==> config.mk <==
export PLATFORM = sky130hd
export DESIGN_NAME = charge_target_and_termination_regs
export DESIGN_NICKNAME = d
export VERILOG_FILES = /design/src/hw/charge_cfg_pkg.sv /design/src/hw/phase_timer.sv /design/src/hw/charge_target_and_termination_regs.sv
export SDC_FILE = /design/constraint.sdc
export NUM_CORES = 2
export LEC_CHECK = 0
export ABC_AREA = 1
export BUFFER_PORTS_ARGS = -buffer_cell sky130_fd_sc_hd__buf_2
export CAP_MARGIN = 20
export CORE_MARGIN = 10
export CORE_UTILIZATION = 65
export DETAILED_ROUTE_END_ITERATION = 12
export PLACE_DENSITY_LB_ADDON = 0.1
export SLEW_MARGIN = 20
export SYNTH_ARGS = -nofsm -noshare
export SYNTH_HDL_FRONTEND = slang
export SYNTH_SLANG_ARGS = --single-unit
==> constraint.sdc <==
create_clock -name sys_clk -period 113.8 [get_ports sys_clk]
set_clock_uncertainty 0.2 [all_clocks]
set_input_delay 17.07 -clock sys_clk [delete_from_list [all_inputs] [get_ports sys_clk]]
set_output_delay 17.07 -clock sys_clk [all_outputs]
set_load 0.02 [all_outputs]
==> src/hw/charge_cfg_pkg.sv <==
// Constants and types for the charge target and termination register bank.
// Assumes a single 10 MHz clock and a 16-bit word register port.
package charge_cfg_pkg;

  // ----------------------------------------------------------------------
  // Command codes
  // ----------------------------------------------------------------------
  localparam logic [7:0] CC_TARGET_ADDR  = 8'h1a;
  localparam logic [7:0] CV_TARGET_ADDR  = 8'h1b;
  localparam logic [7:0] LOW_CUR_ADDR    = 8'h1c;
  localparam logic [7:0] CV_LIMIT_ADDR   = 8'h1d;
  localparam logic [7:0] TOT_LIMIT_ADDR  = 8'h1e;
  localparam logic [7:0] TEMP_B1_ADDR    = 8'h1f;
  localparam logic [7:0] TEMP_B2_ADDR    = 8'h20;
  localparam logic [7:0] TEMP_B3_ADDR    = 8'h21;

  // ----------------------------------------------------------------------
  // Reset values and field widths
  // ----------------------------------------------------------------------
  localparam int          CODE_W          = 5;
  localparam logic [4:0]  CC_TARGET_RST   = 5'h1f;
  localparam logic [4:0]  CV_TARGET_RST   = 5'h1f;
  localparam logic [15:0] LOW_CUR_RST     = 16'h0888;
  localparam logic [15:0] CV_LIMIT_RST    = 16'h3840;
  localparam logic [15:0] CV_LIMIT_HALF_HR = 16'h0708;
  localparam logic [15:0] TOT_LIMIT_RST   = 16'h0000;
  localparam logic [15:0] TEMP_B1_RST     = 16'h3ef5;
  localparam logic [15:0] TEMP_B2_RST     = 16'h3721;
  localparam logic [15:0] TEMP_B3_RST     = 16'h1f22;
  localparam logic [4:0]  RAMP_FULL       = 5'h1f;
  localparam logic [4:0]  RAMP_MIN        = 5'h00;

  // ----------------------------------------------------------------------
  // Voltage scaling in units of 0.5 mV
  // ----------------------------------------------------------------------
  localparam logic [16:0] VSTEP_HALF_MV   = 17'h00019;
  localparam logic [16:0] VBASE_HALF_MV   = 17'h01dc9;

  // ----------------------------------------------------------------------
  // Timebase
  // ----------------------------------------------------------------------
  localparam int          CLK_HZ          = 10_000_000;
  localparam int          SEC_TIME_S      = 1;
  localparam int          SEC_CYCLES      = SEC_TIME_S * CLK_HZ;
  localparam logic [5:0]  MIN_SECS        = 6'h3c;

  typedef struct packed {
    logic [4:0]  cc_target;
    logic [4:0]  cv_target;
    logic [15:0] low_cur;
    logic [15:0] cv_limit;
    logic [15:0] tot_limit;
    logic [15:0] temp_b1;
    logic [15:0] temp_b2;
    logic [15:0] temp_b3;
  } cfg_regs_t;

  localparam cfg_regs_t CFG_RST = '{
    cc_target: CC_TARGET_RST, cv_target: CV_TARGET_RST, low_cur: LOW_CUR_RST,
    cv_limit: CV_LIMIT_RST, tot_limit: TOT_LIMIT_RST, temp_b1: TEMP_B1_RST,
    temp_b2: TEMP_B2_RST, temp_b3: TEMP_B3_RST};

endpackage : charge_cfg_pkg

==> src/hw/phase_timer.sv <==
// Tick-driven elapsed timer with a limit compare.
// Assumes tick is a one-cycle enable on the same clock.
`timescale 1ns/1ns
module phase_timer
  import charge_cfg_pkg::*;
(
  input  wire logic        sys_clk,
  input  wire logic        srst,
  input  wire logic        run,
  input  wire logic        tick,
  input  wire logic        enable,
  input  wire logic [15:0] limit,
  output logic      [15:0] count_ff,
  output logic             expired_ff
);

  logic [15:0] nxt_count;
  logic        nxt_expired;

  // ----------------------------------------------------------------------
  // Count and compare
  // ----------------------------------------------------------------------
  always_comb begin
    nxt_count = count_ff;
    if (!run || !enable) begin
      nxt_count = 16'h0000;
    end else if (tick && count_ff != 16'hffff) begin
      nxt_count = count_ff + 16'h0001;
    end
    nxt_expired = enable && run && (count_ff >= limit);
  end

  always_ff @(posedge sys_clk) begin
    if (srst) begin
      count_ff   <= 16'h0000;
      expired_ff <= 1'b0;
    end else begin
      count_ff   <= nxt_count;
      expired_ff <= nxt_expired;
    end
  end

endmodule : phase_timer

==> src/hw/charge_target_and_termination_regs.sv <==
// Charge target and termination register bank with applied levels.
// Assumes telemetry and charger state inputs on sys_clk; word register port.
//
// Behaviour
// - Current servo is (code + 1) mV, reset 31
// - Applied current follows code unless capped/overridden
// - Charge voltage: cells times (code*12.5mV+3.8125V)
// - Applied voltage follows code unless temperature override
// - Signed current compared to signed threshold
// - CV timer counts seconds from CV phase
// - Zero total limit clears timer to zero; else minutes
// - Three signed temperature boundaries define regions
// - Die temperature ramps current cap 31 to 0
`timescale 1ns/1ns
module charge_target_and_termination_regs
  import charge_cfg_pkg::*;
#(
  parameter int SEC_CYCLES_P = SEC_CYCLES
)(
  input  wire logic        sys_clk,
  input  wire logic        srst,
  input  wire logic        reg_wr,
  input  wire logic        reg_rd,
  input  wire logic [7:0]  reg_addr,
  input  wire logic [15:0] reg_wdata,
  output logic      [15:0] reg_rdata_ff,
  input  wire logic        temp_ctl_active,
  input  wire logic [4:0]  temp_ctl_current,
  input  wire logic [4:0]  temp_ctl_voltage,
  input  wire logic [15:0] die_temp,
  input  wire logic [15:0] thermal_start_temp,
  input  wire logic [15:0] thermal_end_temp,
  input  wire logic [3:0]  cell_count,
  input  wire logic [15:0] ibat_meas,
  input  wire logic [15:0] thermistor_meas,
  input  wire logic        cv_phase,
  input  wire logic        charge_cycle,
  output logic      [4:0]  icharge_level_ff,
  output logic      [4:0]  vcharge_level_ff,
  output logic      [5:0]  cc_servo_mv_ff,
  output logic      [16:0] charge_volt_ff,
  output logic             low_current_ff,
  output logic      [2:0]  temp_region_ff,
  output logic      [15:0] cv_time_ff,
  output logic             cv_timeout_ff,
  output logic      [15:0] tot_time_ff,
  output logic             tot_timeout_ff
);

  // ----------------------------------------------------------------------
  // Helpers
  // ----------------------------------------------------------------------
  function automatic logic [4:0] ramp_cap(input logic signed [15:0] die,
                                          input logic signed [15:0] t_start,
                                          input logic signed [15:0] t_end);
    int span;
    int num;
    span = int'(t_end) - int'(t_start);
    num  = 0;
    if (die <= t_start) begin
      ramp_cap = RAMP_FULL;
    end else if (die >= t_end || span <= 0) begin
      ramp_cap = RAMP_MIN;
    end else begin
      num      = (int'(t_end) - int'(die)) * int'(RAMP_FULL);
      ramp_cap = 5'(num / span);
    end
  endfunction : ramp_cap

  function automatic logic [16:0] volt_of(input logic [4:0] code,
                                          input logic [3:0] cells);
    logic [16:0] per_cell;
    per_cell = 17'(code) * VSTEP_HALF_MV + VBASE_HALF_MV;
    volt_of  = 17'(per_cell * 17'(cells));
  endfunction : volt_of

  // ----------------------------------------------------------------------
  // Register file
  // ----------------------------------------------------------------------
  cfg_regs_t   cfg_ff;
  cfg_regs_t   nxt_cfg;
  logic [15:0] nxt_rdata;

  always_comb begin
    nxt_cfg = cfg_ff;
    if (reg_wr) begin
      unique case (reg_addr)
        CC_TARGET_ADDR: nxt_cfg.cc_target = reg_wdata[4:0];
        CV_TARGET_ADDR: nxt_cfg.cv_target = reg_wdata[4:0];
        LOW_CUR_ADDR:   nxt_cfg.low_cur   = reg_wdata;
        CV_LIMIT_ADDR:  nxt_cfg.cv_limit  = reg_wdata;
        TOT_LIMIT_ADDR: nxt_cfg.tot_limit = reg_wdata;
        TEMP_B1_ADDR:   nxt_cfg.temp_b1   = reg_wdata;
        TEMP_B2_ADDR:   nxt_cfg.temp_b2   = reg_wdata;
        TEMP_B3_ADDR:   nxt_cfg.temp_b3   = reg_wdata;
        default:        nxt_cfg = cfg_ff;
      endcase
    end
    nxt_rdata = reg_rdata_ff;
    if (reg_rd) begin
      unique case (reg_addr)
        CC_TARGET_ADDR: nxt_rdata = {11'h000, cfg_ff.cc_target};
        CV_TARGET_ADDR: nxt_rdata = {11'h000, cfg_ff.cv_target};
        LOW_CUR_ADDR:   nxt_rdata = cfg_ff.low_cur;
        CV_LIMIT_ADDR:  nxt_rdata = cfg_ff.cv_limit;
        TOT_LIMIT_ADDR: nxt_rdata = cfg_ff.tot_limit;
        TEMP_B1_ADDR:   nxt_rdata = cfg_ff.temp_b1;
        TEMP_B2_ADDR:   nxt_rdata = cfg_ff.temp_b2;
        TEMP_B3_ADDR:   nxt_rdata = cfg_ff.temp_b3;
        default:        nxt_rdata = 16'h0000;
      endcase
    end
  end

  always_ff @(posedge sys_clk) begin
    if (srst) begin
      cfg_ff       <= CFG_RST;
      reg_rdata_ff <= 16'h0000;
    end else begin
      cfg_ff       <= nxt_cfg;
      reg_rdata_ff <= nxt_rdata;
    end
  end

  // ----------------------------------------------------------------------
  // Applied levels and compares
  // ----------------------------------------------------------------------
  logic [4:0]  cap;
  logic [4:0]  i_src;
  logic [4:0]  nxt_icharge;
  logic [4:0]  nxt_vcharge;
  logic [5:0]  nxt_servo;
  logic [16:0] nxt_volt;
  logic        nxt_low;
  logic [2:0]  nxt_region;

  always_comb begin
    cap         = ramp_cap(die_temp, thermal_start_temp, thermal_end_temp);
    i_src       = temp_ctl_active ? temp_ctl_current : cfg_ff.cc_target;
    nxt_icharge = (i_src > cap) ? cap : i_src;
    nxt_vcharge = temp_ctl_active ? temp_ctl_voltage : cfg_ff.cv_target;
    nxt_servo   = {1'b0, nxt_icharge} + 6'h01;
    nxt_volt    = volt_of(nxt_vcharge, cell_count);
    nxt_low     = $signed(ibat_meas) < $signed(cfg_ff.low_cur);
    if ($signed(thermistor_meas) > $signed(cfg_ff.temp_b1)) begin
      nxt_region = 3'h1;
    end else if ($signed(thermistor_meas) > $signed(cfg_ff.temp_b2)) begin
      nxt_region = 3'h2;
    end else if ($signed(thermistor_meas) > $signed(cfg_ff.temp_b3)) begin
      nxt_region = 3'h3;
    end else begin
      nxt_region = 3'h4;
    end
  end

  always_ff @(posedge sys_clk) begin
    if (srst) begin
      icharge_level_ff <= CC_TARGET_RST;
      vcharge_level_ff <= CV_TARGET_RST;
      cc_servo_mv_ff   <= 6'h00;
      charge_volt_ff   <= 17'h00000;
      low_current_ff   <= 1'b0;
      temp_region_ff   <= 3'h1;
    end else begin
      icharge_level_ff <= nxt_icharge;
      vcharge_level_ff <= nxt_vcharge;
      cc_servo_mv_ff   <= nxt_servo;
      charge_volt_ff   <= nxt_volt;
      low_current_ff   <= nxt_low;
      temp_region_ff   <= nxt_region;
    end
  end

  // ----------------------------------------------------------------------
  // Timebase
  // ----------------------------------------------------------------------
  logic [23:0] sec_div_ff;
  logic [23:0] nxt_sec_div;
  logic [5:0]  min_div_ff;
  logic [5:0]  nxt_min_div;
  logic        sec_tick_ff;
  logic        nxt_sec_tick;
  logic        min_tick_ff;
  logic        nxt_min_tick;

  always_comb begin
    nxt_sec_tick = (sec_div_ff == 24'(SEC_CYCLES_P - 1));
    nxt_sec_div  = nxt_sec_tick ? 24'h000000 : sec_div_ff + 24'h000001;
    nxt_min_tick = 1'b0;
    nxt_min_div  = min_div_ff;
    if (sec_tick_ff) begin
      nxt_min_tick = (min_div_ff == MIN_SECS - 6'h01);
      nxt_min_div  = nxt_min_tick ? 6'h00 : min_div_ff + 6'h01;
    end
  end

  always_ff @(posedge sys_clk) begin
    if (srst) begin
      sec_div_ff  <= 24'h000000;
      min_div_ff  <= 6'h00;
      sec_tick_ff <= 1'b0;
      min_tick_ff <= 1'b0;
    end else begin
      sec_div_ff  <= nxt_sec_div;
      min_div_ff  <= nxt_min_div;
      sec_tick_ff <= nxt_sec_tick;
      min_tick_ff <= nxt_min_tick;
    end
  end

  // ----------------------------------------------------------------------
  // Termination timers
  // ----------------------------------------------------------------------
  phase_timer u_cv_timer (
    .sys_clk    (sys_clk),
    .srst       (srst),
    .run        (cv_phase),
    .tick       (sec_tick_ff),
    .enable     (1'b1),
    .limit      (cfg_ff.cv_limit),
    .count_ff   (cv_time_ff),
    .expired_ff (cv_timeout_ff)
  );

  phase_timer u_tot_timer (
    .sys_clk    (sys_clk),
    .srst       (srst),
    .run        (charge_cycle),
    .tick       (min_tick_ff),
    .enable     (cfg_ff.tot_limit != 16'h0000),
    .limit      (cfg_ff.tot_limit),
    .count_ff   (tot_time_ff),
    .expired_ff (tot_timeout_ff)
  );
endmodule : charge_target_and_termination_regs

==> qor.yml <==
status:
  status: "finished clean"
place:
  dpl.hpwl_mm: 110
  port_buffers: 211
  globalplace.congestion: 1.03
  placed_area_sq_um: 47800
critical_path:
  critPathRequiredTime_ps: 114060
  ff2ff_path_depth: 37
  cpPeakStageDelay_ps: 770
  regToRegSetupSlack_ps: 106800
  cp.depth: 656
  cp.buffers_inverters: 124
  reg2reg_from: "cfg_ff[99]$_SDFFE_PP1P_"
  cp.arrival_ps: 104990
  crit_type: "in -> reg"
  endpoint: "cc_servo_mv_ff[4]$_SDFF_PP0_"
  rr_endpoint: "charge_volt_ff[16]$_SDFF_PP0_"
  critPathTopFamily: "compound AO/OA/AOI/OAI gates"
  critPathLaunch: "thermal_end_temp[0]"
  cp-end-kind: "register"
  crit_path_frequent_cell: "nand2_1"
  critPathSlowestCell: "xnor2_1"
  cp-start-kind: "input port"
  critical_path_peak_fanout: 35
finish:
  n_fill_cell: 6331
  drive_above_1_share: 0.106
  finish.net_count: 8380
  multiInputGateArea_sq_um: 36300
  seq_area_sq_um: 4500
  syn2layout_area_growth_pct: 7.92
  postLayoutCoreUtil: 0.705
  final_area_sq_um: 49300
sta:
  post-route-period-util: 0.920
  finalCriticalPeriod_ps: 104730
  setup_tns_ps: 0
  drv_slew: 0
  clock.fmax_mhz: 9.55
  relSlewSlack: 0.243
  setup_violations: 0
  max_slew.worst_pin.slew_ps: 1130
  hold_viol_final: 0
  hold_slack_ps: 248
yosys:
  synth_flop_cell: "dfxtp_1"
  synthesis.instances: 7120
  synth_seq_cells: 225
  async_flop_share: 0
  avgSynthCellArea_sq_um: 6.42
  yosysUniqueCellTypes: 87
  yosysWarningCount: 0
  syn_area_sq_um: 45700
  seq_area_frac_synth: 0.0986
  synth-edff-count: 0
drt:
  drtAntennaViolNets: 0
  via_per_inst: 5.56
  highest_layer: "met5"
  wl_mm: 135
  wl_met2_mm: 59.3
  dr.pass1.iters: 6
  wl_met1_mm: 61.4
  drtIter0Drc: 3577
  dr_wl_met3_mm: 11.2
  num_vias: 46600
  drc: 0
  wl_per_cell_um: 16.1
floorplanning:
  core_sq_um: 69900
  ios: 212
  die_y_um: 285
  placementRows: 97
  dieArea_sq_um: 81300
  dieWidth_um: 285
  start_util: 0.654
clocking:
  htreeDepth: 1
  cts_tree: "done"
  clockBufferDepth: 3
  worstSkewPairLatency_ps: 550
  hold_buffers: 0
  path_clk_slew_ps: 60
  cts_root_buf: "clkbuf_16"
  cts_sinks: 225
  cts_buffers: 23
global_routing:
  grt_pass1_wl_mm: 215
  gr-total-overflow: 0
  first_global_vias: 42500
  grt_max_degree: 59
  antenna_found_initial: 6
  grtUsageTotal: 0.314
hold_path:
  hp-class: "reg -> reg"
run:
  max-cap-violations: 0
==> routing by layer <==
metal	vias up	global-route usage
met5	-	0
met4	4	0.0761
met3	214	0.0526
met2	1538	0.500
met1	21100	0.434
li1	23800	-
==> cells in the mapped netlist (all sizes together), types with 26 or more instances <==
library cell  count  area share
nand2          1770        0.15
inv            1256        0.10
ha              770        0.21
a21oi           625       0.074
nor2            432       0.038
o21ai           405       0.049
nand3           277       0.032
xor2            253       0.049
dfxtp           225       0.099
xnor2           169       0.033
nor3             96       0.011
or2              96       0.013
clkbuf           66      0.0079
fa               66       0.029
buf              62       0.011
nand4            58      0.0079
a21o             57      0.0094
a211oi           54      0.0089
o21bai           51      0.0094
o22ai            48      0.0066
o211ai           44      0.0072
o31ai            32      0.0056
nor4             26      0.0036
==> cell type report <==
class | instances | area share
antenna | 2 | 0.000101
clock buffer | 30 | 0.0132
clock inverter | 12 | 0.00393
inverter | 1269 | 0.0982
multi-input combinational | 5622 | 0.737
sequential | 225 | 0.0913
tap | 940 | 0.0238
timing repair buffer | 274 | 0.0320
timing repair inverter | 4 | 0.000482
==> cell usage in the layout, fill, tap and decap left out, types with 89 or more instances in the layout <==
| master | count |
|---|---|
| inv_1 | 1179 |
| xor2_1 | 243 |
| conb_1 | 129 |
| o21ai_0 | 267 |
| xnor2_1 | 164 |
| buf_2 | 212 |
| nor3_1 | 90 |
| nor2_1 | 410 |
| or2_2 | 89 |
| nand3_1 | 265 |
| nand2_1 | 1689 |
| ha_1 | 769 |
| a21oi_1 | 570 |
| dfxtp_1 | 225 |
==> state kept, by name, indices dropped and copies added (netlist names) <==
signal	cells
u_tot_timer.expired_ff	1
charge_volt_ff	17
sec_div_ff	24
u_cv_timer.count_ff	16
min_div_ff	6
temp_region_ff	3
cc_servo_mv_ff	6
vcharge_level_ff	5
u_tot_timer.count_ff	16
icharge_level_ff	5
reg_rdata_ff	16
u_cv_timer.expired_ff	1
low_current_ff	1
cfg_ff	106
sec_tick_ff	1
min_tick_ff	1
==> per-stage QoR <==
| step | cells | setup slack [ps] |
|---|---|---|
| 2_1_floorplan | 7247 | 17630 |
| 3_3_place_gp | 8294 | 5780 |
| 3_5_place_dp | 8295 | 2010 |
| 4_1_cts | 8337 | 2340 |
| 5_1_grt | 8376 | -155 |
| 6_report | 8378 | 9070 |
==> repair_timing <==
action	in CTS	in global routing
buffers inserted	0	27
setup endpoints to repair	0	11
resized for setup	0	94
==> worst min path at each step <==
| stage | from | end | depth (start not counted) |
|---|---|---|---|
| after detailed placement | sec_div_ff[0]$_SDFF_PP0_ | sec_div_ff[0]$_SDFF_PP0_ | 1 |
| after CTS | sec_div_ff[0]$_SDFF_PP0_ | sec_div_ff[0]$_SDFF_PP0_ | 1 |
| after global routing | sec_div_ff[0]$_SDFF_PP0_ | sec_div_ff[0]$_SDFF_PP0_ | 1 |
| final | sec_div_ff[0]$_SDFF_PP0_ | sec_div_ff[0]$_SDFF_PP0_ | 1 |
| after floorplan | sec_div_ff[0]$_SDFF_PP0_ | sec_div_ff[0]$_SDFF_PP0_ | 1 |
| after global placement | sec_div_ff[0]$_SDFF_PP0_ | sec_div_ff[0]$_SDFF_PP0_ | 1 |
==> kinds of logic after synthesis <==
group | count (synthesis) | share of synthesized area
AOI/OAI and AO/OA | 1429 | 0.191
xor gates and xnor gates | 422 | 0.0815
adders and majority gates | 836 | 0.240
buffers and inverters | 1406 | 0.125
DFF | 225 | 0.0986
muxes | 11 | 0.00257
other | 2 | 0.000164
and+or+nand+nor | 2789 | 0.261
Power is left out: the tool's default activity adds up to more than one toggle a clock period on the data nets, which glitch-free logic cannot reach.
